<file path="config.mk">
export PLATFORM = sky130hd
export DESIGN_NAME = cad_add_decode
export DESIGN_NICKNAME = d
export VERILOG_FILES = /design/src/cad_pkg.sv /design/src/cad_add_decode.sv /design/src/cad_operand_split.sv
export VERILOG_INCLUDE_DIRS = /design/src
export SDC_FILE = /design/constraint.sdc
export NUM_CORES = 1
export LEC_CHECK = 0
export BUFFER_PORTS_ARGS = -buffer_cell sky130_fd_sc_hd__buf_4
export CORE_ASPECT_RATIO = 1.2
export CORE_MARGIN = 3
export CORE_UTILIZATION = 30
export CTS_BUF_LIST = sky130_fd_sc_hd__clkbuf_16
export DETAILED_ROUTE_END_ITERATION = 8
export MAX_ROUTING_LAYER = met4
export SLEW_MARGIN = 25
export SYNTH_ARGS = -nofsm -noshare
export SYNTH_HDL_FRONTEND = slang
export SYNTH_HIERARCHICAL = 1
export SYNTH_SLANG_ARGS = --single-unit
</file>
<file path="constraint.sdc">
create_clock -name clk -period 1 [get_ports clk]
set_input_delay 0.2 -clock clk [delete_from_list [all_inputs] [get_ports clk]]
set_output_delay 0.2 -clock clk [all_outputs]
set_load 0.005 [all_outputs]
</file>
<file path="src/cad_params.svh">
`ifndef CAD_PARAMS_SVH
`define CAD_PARAMS_SVH

// ----------------------------------------------------------------
// Opcodes
// ----------------------------------------------------------------
`define CAD_OP_ADD_RR    8'h02
`define CAD_OP_ADD_RIR   8'h03
`define CAD_OP_ADD_GG    8'h04
`define CAD_OP_ADD_GIG   8'h05
`define CAD_OP_ADD_GIM   8'h06
`define CAD_OP_ADD_IGIM  8'h07
`define CAD_OP_ADDX_EE   8'h08
`define CAD_OP_ADDX_EIM  8'h09
`define CAD_OP_ADC_RR    8'h12
`define CAD_OP_ADC_RIR   8'h13
`define CAD_OP_ADC_GG    8'h14
`define CAD_OP_ADC_GIG   8'h15
`define CAD_OP_ADC_GIM   8'h16
`define CAD_OP_ADC_IGIM  8'h17
`define CAD_OP_ADC_EXT_EE  8'h18
`define CAD_OP_ADC_EXT_EIM 8'h19

// ----------------------------------------------------------------
// Cycle counts
// ----------------------------------------------------------------
`define CAD_FETCH_2      3'h2
`define CAD_FETCH_3      3'h3
`define CAD_FETCH_4      3'h4
`define CAD_EXEC_3       3'h3
`define CAD_EXEC_4       3'h4

// ----------------------------------------------------------------
// Operand fields
// ----------------------------------------------------------------
`define CAD_WORK_NIBBLE  4'hE
`define CAD_NIB_HI       7:4
`define CAD_NIB_LO       3:0
`define CAD_EXT_W        12
`define CAD_ZERO_BYTE    8'h00
`define CAD_ZERO_EXT     12'h000
`define CAD_ZERO_ADDR    16'h0000
`define CAD_ZERO_NIB     4'h0
`define CAD_BYTE_LO      7:0
`define CAD_EXT_LO       11:0
`define CAD_PAIR_BIT     0
`define CAD_CARRY_BIT    4
`define CAD_BIT0_MASK    8'h01
`define CAD_CYC_NONE     3'h0

`endif

</file>
<file path="src/cad_pkg.sv">
package cad_pkg;

  typedef enum logic [2:0] {
    CAD_MODE_NONE = 3'b000,
    CAD_MODE_WORK = 3'b001,
    CAD_MODE_IWRK = 3'b010,
    CAD_MODE_REG  = 3'b011,
    CAD_MODE_IREG = 3'b100,
    CAD_MODE_IMM  = 3'b101,
    CAD_MODE_EXT  = 3'b110
  } cad_mode_e;

  // Flag action per flag
  typedef enum logic [1:0] {
    CAD_FLAG_KEEP  = 2'b00,
    CAD_FLAG_CALC  = 2'b01,
    CAD_FLAG_CLEAR = 2'b10
  } cad_flag_e;

  typedef enum logic [1:0] {
    CAD_ST_IDLE = 2'b00,
    CAD_ST_HOLD = 2'b01
  } cad_state_e;

  typedef logic [7:0] cad_byte_t;

endpackage
</file>
<file path="src/cad_add_decode.sv">
`timescale 1ns/1ns
`include "cad_params.svh"

// Behaviour
// - Decode carry adds 12-17 and extended 18-19
// - Decode plain adds 02-07 and extended 08-09
// - Report fetch and execute cycle counts separately
// - Bit operand is 3 bits, bits 0-7
// - Direct address operand is full 16 bits
// - Extended register operand is 12 bits
// - Immediate operand is one byte
// - Indirect register operand is 8-bit address
// - Working pair index must be even
// - Register pair address must be even
// - Polarity operand is a single bit
// - Register 8 bits, working register 4 bits
// - Flags: computed, kept, or forced clear
module cad_add_decode (
  input  wire logic        clk,
  input  wire logic        reset_n,
  input  wire logic        opValid,
  input  wire logic [7:0]  opcode,
  input  wire logic [15:0] dstRaw,
  input  wire logic [15:0] srcRaw,
  input  wire logic [15:0] directAddressOperand,
  input  wire logic [2:0]  bitSelect,
  input  wire logic        polarityIn,
  input  wire logic        pairCheck,
  output logic             decValid,
  output logic             isAdd,
  output logic             useCarry,
  output logic             passThrough,
  output logic [7:0]       passOpcode,
  output logic [2:0]       dstMode,
  output logic [2:0]       srcMode,
  output logic [11:0]      dstAddr,
  output logic [11:0]      srcAddr,
  output logic             dstWork,
  output logic             srcWork,
  output logic [3:0]       dstWorkIdx,
  output logic [3:0]       srcWorkIdx,
  output logic [7:0]       immediateOperand,
  output logic [15:0]      directAddress,
  output logic [7:0]       bitMask,
  output logic             polarity,
  output logic             pairError,
  output logic [2:0]       fetchCycles,
  output logic [2:0]       execCycles,
  output logic [1:0]       flagCarry,
  output logic [1:0]       flagZero,
  output logic [1:0]       flagSign,
  output logic [1:0]       flagOverflow,
  output logic [1:0]       flagDecimal,
  output logic [1:0]       flagHalf
);

  // ----------------------------------------------------------------
  // State
  // ----------------------------------------------------------------
  typedef struct packed {
    logic                valid;
    logic                isAdd;
    logic                carry;
    logic                pass;
    logic [7:0]          passOp;
    cad_pkg::cad_mode_e  dMode;
    cad_pkg::cad_mode_e  sMode;
    logic [11:0]         dAddr;
    logic [11:0]         sAddr;
    logic                dWork;
    logic                sWork;
    logic [3:0]          dIdx;
    logic [3:0]          sIdx;
    logic [7:0]          imm;
    logic [15:0]         dirAddr;
    logic [7:0]          mask;
    logic                pol;
    logic                pairErr;
    logic [2:0]          fetch;
    logic [2:0]          exec;
    cad_pkg::cad_flag_e  fC;
    cad_pkg::cad_flag_e  fZ;
    cad_pkg::cad_flag_e  fS;
    cad_pkg::cad_flag_e  fV;
    cad_pkg::cad_flag_e  fD;
    cad_pkg::cad_flag_e  fH;
  } cad_state_s;

  cad_state_s state_q;
  cad_state_s state_d;

  // ----------------------------------------------------------------
  // Helpers
  // ----------------------------------------------------------------
  function automatic logic [7:0] bitDecode(input logic [2:0] b);
    bitDecode = `CAD_BIT0_MASK << b;
  endfunction

  function automatic logic isAddOp(input logic [7:0] op);
    isAddOp = (op >= `CAD_OP_ADD_RR && op <= `CAD_OP_ADDX_EIM) ||
              (op >= `CAD_OP_ADC_RR && op <= `CAD_OP_ADC_EXT_EIM);
  endfunction

  // ----------------------------------------------------------------
  // Opcode table
  // ----------------------------------------------------------------
  logic               hit;
  cad_pkg::cad_mode_e dm;
  cad_pkg::cad_mode_e sm;
  logic [2:0]         fc;
  logic [2:0]         ec;

  always_comb begin
    hit = isAddOp(opcode);
    dm  = cad_pkg::CAD_MODE_NONE;
    sm  = cad_pkg::CAD_MODE_NONE;
    fc  = `CAD_FETCH_2;
    ec  = `CAD_EXEC_3;
    // Low nibble selects mode; bit 4 only adds carry
    case (opcode[`CAD_NIB_LO])
      4'h2: begin
        dm = cad_pkg::CAD_MODE_WORK;
        sm = cad_pkg::CAD_MODE_WORK;
      end
      4'h3: begin
        dm = cad_pkg::CAD_MODE_WORK;
        sm = cad_pkg::CAD_MODE_IWRK;
        ec = `CAD_EXEC_4;
      end
      4'h4: begin
        dm = cad_pkg::CAD_MODE_REG;
        sm = cad_pkg::CAD_MODE_REG;
        fc = `CAD_FETCH_3;
      end
      4'h5: begin
        dm = cad_pkg::CAD_MODE_REG;
        sm = cad_pkg::CAD_MODE_IREG;
        fc = `CAD_FETCH_3;
        ec = `CAD_EXEC_4;
      end
      4'h6: begin
        dm = cad_pkg::CAD_MODE_REG;
        sm = cad_pkg::CAD_MODE_IMM;
        fc = `CAD_FETCH_3;
      end
      4'h7: begin
        dm = cad_pkg::CAD_MODE_IREG;
        sm = cad_pkg::CAD_MODE_IMM;
        fc = `CAD_FETCH_3;
        ec = `CAD_EXEC_4;
      end
      4'h8: begin
        dm = cad_pkg::CAD_MODE_EXT;
        sm = cad_pkg::CAD_MODE_EXT;
        fc = `CAD_FETCH_4;
      end
      4'h9: begin
        dm = cad_pkg::CAD_MODE_EXT;
        sm = cad_pkg::CAD_MODE_IMM;
        fc = `CAD_FETCH_4;
      end
      default: begin
        dm = cad_pkg::CAD_MODE_NONE;
      end
    endcase
    if (!hit) begin
      dm = cad_pkg::CAD_MODE_NONE;
      sm = cad_pkg::CAD_MODE_NONE;
    end
  end

  // ----------------------------------------------------------------
  // Operand split
  // ----------------------------------------------------------------
  logic [11:0] dA;
  logic [11:0] sA;
  logic        dW;
  logic        sW;
  logic [3:0]  dI;
  logic [3:0]  sI;
  logic        dOdd;
  logic        sOdd;

  cad_operand_split u_dst (
    .mode    (dm),
    .raw     (dstRaw),
    .regAddr (dA),
    .isWork  (dW),
    .workIdx (dI),
    .oddPair (dOdd)
  );

  cad_operand_split u_src (
    .mode    (sm),
    .raw     (srcRaw),
    .regAddr (sA),
    .isWork  (sW),
    .workIdx (sI),
    .oddPair (sOdd)
  );

  // ----------------------------------------------------------------
  // Next state
  // ----------------------------------------------------------------
  always_comb begin
    state_d       = state_q;
    state_d.valid = opValid;
    if (opValid) begin
      state_d.isAdd = hit;
      state_d.carry = hit && opcode[`CAD_CARRY_BIT];
      state_d.pass  = !hit;
      state_d.passOp = opcode;
      state_d.dMode = dm;
      state_d.sMode = sm;
      state_d.dAddr = dA;
      state_d.sAddr = sA;
      state_d.dWork = dW;
      state_d.sWork = sW;
      state_d.dIdx  = dI;
      state_d.sIdx  = sI;
      state_d.imm   = (sm == cad_pkg::CAD_MODE_IMM) ? srcRaw[`CAD_BYTE_LO] : `CAD_ZERO_BYTE;
      state_d.dirAddr = directAddressOperand;
      state_d.mask  = bitDecode(bitSelect);
      state_d.pol   = polarityIn;
      // Pair forms are odd-checked on the caller's request
      state_d.pairErr = pairCheck && (dOdd || sOdd);
      state_d.fetch = hit ? fc : `CAD_CYC_NONE;
      state_d.exec  = hit ? ec : `CAD_CYC_NONE;
      state_d.fC = hit ? cad_pkg::CAD_FLAG_CALC : cad_pkg::CAD_FLAG_KEEP;
      state_d.fZ = state_d.fC;
      state_d.fS = state_d.fC;
      state_d.fV = state_d.fC;
      state_d.fH = state_d.fC;
      state_d.fD = hit ? cad_pkg::CAD_FLAG_CLEAR : cad_pkg::CAD_FLAG_KEEP;
    end
  end

  always_ff @(posedge clk or negedge reset_n) begin
    if (!reset_n) begin
      state_q <= '0;
    end else begin
      state_q <= state_d;
    end
  end

  // ----------------------------------------------------------------
  // Outputs
  // ----------------------------------------------------------------
  assign decValid         = state_q.valid;
  assign isAdd            = state_q.isAdd;
  assign useCarry         = state_q.carry;
  assign passThrough      = state_q.pass;
  assign passOpcode       = state_q.passOp;
  assign dstMode          = state_q.dMode;
  assign srcMode          = state_q.sMode;
  assign dstAddr          = state_q.dAddr;
  assign srcAddr          = state_q.sAddr;
  assign dstWork          = state_q.dWork;
  assign srcWork          = state_q.sWork;
  assign dstWorkIdx       = state_q.dIdx;
  assign srcWorkIdx       = state_q.sIdx;
  assign immediateOperand = state_q.imm;
  assign directAddress    = state_q.dirAddr;
  assign bitMask          = state_q.mask;
  assign polarity         = state_q.pol;
  assign pairError        = state_q.pairErr;
  assign fetchCycles      = state_q.fetch;
  assign execCycles       = state_q.exec;
  assign flagCarry        = state_q.fC;
  assign flagZero         = state_q.fZ;
  assign flagSign         = state_q.fS;
  assign flagOverflow     = state_q.fV;
  assign flagDecimal      = state_q.fD;
  assign flagHalf         = state_q.fH;
endmodule

</file>
<file path="src/cad_operand_split.sv">
`timescale 1ns/1ns
`include "cad_params.svh"

// Combinational operand field extraction for one operand slot
module cad_operand_split (
  input  wire logic [2:0]  mode,
  input  wire logic [15:0] raw,
  output logic      [11:0] regAddr,
  output logic             isWork,
  output logic      [3:0]  workIdx,
  output logic             oddPair
);

  always_comb begin
    regAddr = `CAD_ZERO_EXT;
    isWork  = 1'b0;
    workIdx = raw[`CAD_NIB_LO];
    oddPair = raw[`CAD_PAIR_BIT];
    case (mode)
      cad_pkg::CAD_MODE_WORK, cad_pkg::CAD_MODE_IWRK: begin
        isWork  = 1'b1;
        regAddr = {`CAD_ZERO_BYTE, raw[`CAD_NIB_LO]};
      end
      cad_pkg::CAD_MODE_REG, cad_pkg::CAD_MODE_IREG: begin
        // Upper nibble E escapes into the working bank
        isWork  = (raw[`CAD_NIB_HI] == `CAD_WORK_NIBBLE);
        regAddr = {`CAD_ZERO_NIB, raw[`CAD_BYTE_LO]};
      end
      cad_pkg::CAD_MODE_EXT: begin
        regAddr = raw[`CAD_EXT_LO];
      end
      default: begin
        regAddr = `CAD_ZERO_EXT;
      end
    endcase
  end

endmodule

</file>
==> run summary <==
The run finished, with violations left. The checks that failed: setup timing. Yosys printed 6 warnings.

The cell area after placement is 0.00577 sq mm. In this run the remaining antenna-violating nets after routing total 0. The clock transition at the register clock pins on the worst setup and hold paths after CTS came out at 70 ps. Dividing total power by cell area gives a power density of 1280 mW/mm^2. The clock latency on the worst-skew pair came out at 340 ps. The synthesized area per cell is 12.7 sq um.

The final number of max-transition violations is 0. The signed area change from the synthesized netlist to the final layout is 69.9%. The number of core rows came out at 46. The post-route cell area came out at 0.00701 sq mm. Setup violations remaining at the end of the flow were counted as 134. Along the worst path, the maximum fanout reaches 8. Setup repair after global routing could not meet its margin everywhere. The H-tree was split into 3 levels. No sink is reached through more buffers than the 2 on the longest clock path.

The predominant post-synthesis flop cell is sky130_fd_sc_hd__dfrtp_1. In this run the worst hold path is classified as in2reg. The worst path uses 147% of the clock period. Buffers inserted during clock tree synthesis total 9. From bottom edge to top edge, the die measures 134 um. The area of the mapped netlist is 0.00413 sq mm. The total overflow left after global routing is 0. The detailed-placement wirelength estimate is 8140 um. The cell chosen for the clock root is sky130_fd_sc_hd__clkbuf_16.

The post-layout net count is 602. By startpoint and endpoint, the worst setup path is classified as in2reg. The die extent in x is 113 um. The number of diodes is 0. The worst hold margin is 89.5 ps. The total power draw is 8.98 mW. The count of input and output buffers is 153. Static timing analysis puts the maximum clock frequency at 679 MHz. The arrival time of the worst setup path is 1690 ps. Counting flops with a built-in enable in the synthesized netlist gives 0. The post-place setup slack is -932 ps. Fill cells in the final layout number 1167. The number of different library cells in the post-synthesis netlist is 43.

At the end of the flow the core is filled with cells to 52.5%. The number of instances in the synthesized netlist came out at 325. The weighted congestion at the end of routability-driven global placement is 0.805. For the final routed database, the setup TNS stands at -16470 ps. The most common cell after layout, fill and taps aside is sky130_fd_sc_hd__buf_4.

The element type at the critical path start is an input pin. The number of register bits inferred by synthesis came out at 91. Dividing the detail-routed wire length by the instance count gives 16.1 um.

The total routing usage reported by global routing is 15.6%. Summed over all layers, the routed wires come to 11500 um. The setup skew after layout is 0 ps. The routed design could run at a clock period as short as 1470 ps. The number of global-route vias before repair is 3586.

The sequential-to-total area share from yosys stat is 55.2%. The initial antenna violation count was 0. In the layout the commonest cells are 119 x sky130_fd_sc_hd__buf_4, 106 x sky130_fd_sc_hd__buf_6, 90 x sky130_fd_sc_hd__dfrtp_1. The routed layout has 3311 vias. The core footprint is 0.0134 sq mm. The final standard cell count with taps included and fillers excluded came out at 711. TritonCTS built the clock tree.

The floorplan step defined a die boundary enclosing 0.0152 sq mm. The number of placed I/O pins came out at 168. The number of iterations in the first detailed-routing pass came out at 4.

The analysis attributes to cell leakage a power of 3.37 nW. For this configuration, the core starts out at a cell density of 30.9%. After detailed placement, the design holds a cell count of 652.

The proportion of layout cells with a drive suffix above 1 came out at 65.7%. At the worst endpoint, the required time is 1220 ps. The maximum vdd ir drop is 723 uV.

The first routing iteration left 90 violations. The clock sink total is 91. The number of violations of the max-capacitance limit is 0. The post-synthesis async set-or-reset flop share is 100%. The final count of hold timing violations came out at 0. The pin count of the biggest net entering global routing came out at 50. The category of the worst setup path capture point is a flip-flop.

The final critical-path setup slack is -472 ps. The first-pass GRT wire length is 18300 um. The remaining design rule violation count is 0. Using the TritonRoute via totals, the vias-per-cell ratio works out to 4.66.
worst paths after layout:
check | start | slack [ps] | end | cells past startpoint
worst max-delay path | opcode[1] | -470 | srcAddr[0] | 10
min in group asynchronous | reset_n | 390 | srcAddr[5] | 3
worst max register to register | srcAddr[5] | -20 | srcAddr[5] | 3
worst min-delay path | bitSelect[0] | 90 | bitMask[2] | 2
max in group asynchronous | reset_n | 340 | srcWorkIdx[0] | 3
worst min register to register | fetchCycles[2] | 510 | fetchCycles[2] | 1
critical path, cell delays in order:
cell and delay, ps:
sky130_fd_sc_hd__buf_12 110, sky130_fd_sc_hd__o21ba_4 220, sky130_fd_sc_hd__o21ai_4 160, sky130_fd_sc_hd__buf_12 160
sky130_fd_sc_hd__nor2_4 60, sky130_fd_sc_hd__nor3_1 180, sky130_fd_sc_hd__a21oi_1 60, sky130_fd_sc_hd__buf_4 140
sky130_fd_sc_hd__and2_1 140, sky130_fd_sc_hd__mux2_2 250
per-layer routing:
layer,part of all wire [%],track usage (%)
met1,40,18.8
met2,52,25.7
met3,5.3,3.14
met4,2.0,6.08
met5,0,-
power breakdown:
group,leakage (nW),internal (mW),switching (mW)
sequential,1.18,3.87,0.142
combinational,2.05,0.966,0.573
clock,0.147,1.94,1.49
total,3.37,6.77,2.21
cell usage after synthesis (2+ instances only):
master / number / area [sq um]
sky130_fd_sc_hd__and4b_1: 2 / 20.0
sky130_fd_sc_hd__a221oi_1: 2 / 17.5
sky130_fd_sc_hd__buf_2: 12 / 60.1
sky130_fd_sc_hd__buf_4: 24 / 180
sky130_fd_sc_hd__nand3_1: 5 / 25.0
sky130_fd_sc_hd__or3_1: 2 / 12.5
sky130_fd_sc_hd__o31ai_1: 6 / 45.0
sky130_fd_sc_hd__nor2_1: 11 / 41.3
sky130_fd_sc_hd__mux2_2: 60 / 676
sky130_fd_sc_hd__nand2_1: 16 / 60.1
sky130_fd_sc_hd__a21oi_1: 8 / 40.0
sky130_fd_sc_hd__and3_2: 8 / 60.1
sky130_fd_sc_hd__buf_6: 3 / 33.8
sky130_fd_sc_hd__o21bai_1: 2 / 15.0
sky130_fd_sc_hd__o21ai_0: 3 / 15.0
sky130_fd_sc_hd__o2bb2ai_1: 9 / 78.8
sky130_fd_sc_hd__inv_1: 6 / 22.5
sky130_fd_sc_hd__nand2b_1: 6 / 37.5
sky130_fd_sc_hd__nor3_1: 2 / 10.0
sky130_fd_sc_hd__and2_1: 16 / 100
sky130_fd_sc_hd__nor2b_4: 2 / 27.5
sky130_fd_sc_hd__a22o_1: 9 / 78.8
sky130_fd_sc_hd__dfrtp_1: 91 / 2280
cell type report:
cell class                 count  area, sq um  share of cell area [%]
timing repair buffer         237         2310                    33.0
sequential                    91         2280                    32.5
multi-input combinational    193         1890                    27.0
clock buffer                   9          225                    3.21
tap                          168          210                    3.00
clock inverter                 7         68.8                   0.982
inverter                       6         22.5                   0.321
registers in the layout, summed over array words and instances, names as in the netlist, 4 cells and up:
register,count
passOpcode,8
immediateOperand,8
srcWorkIdx,4
dstAddr,12
bitMask,8
srcAddr,12
dstWorkIdx,4
directAddress,16
logic make-up after synthesis:
kind of cell,count (synthesis),synth area share [%]
flip-flops,91,55.2
AND/OR/NAND/NOR,77,11.2
multiplexers,60,16.4
AO/OA/AOI/OAI,49,9.68
buffers and inverters,46,7.28
XOR/XNOR,1,0.212
other,1,0.0909
repair_timing:
action	4_1_cts	5_1_grt
endpoints found under the hold margin	91	0
endpoints found under the setup margin	136	135
resized for setup	140	19
hold buffers	1	0
buffers inserted	27	18
pin swaps	20	20
Power figures use the tool's default switching activity.
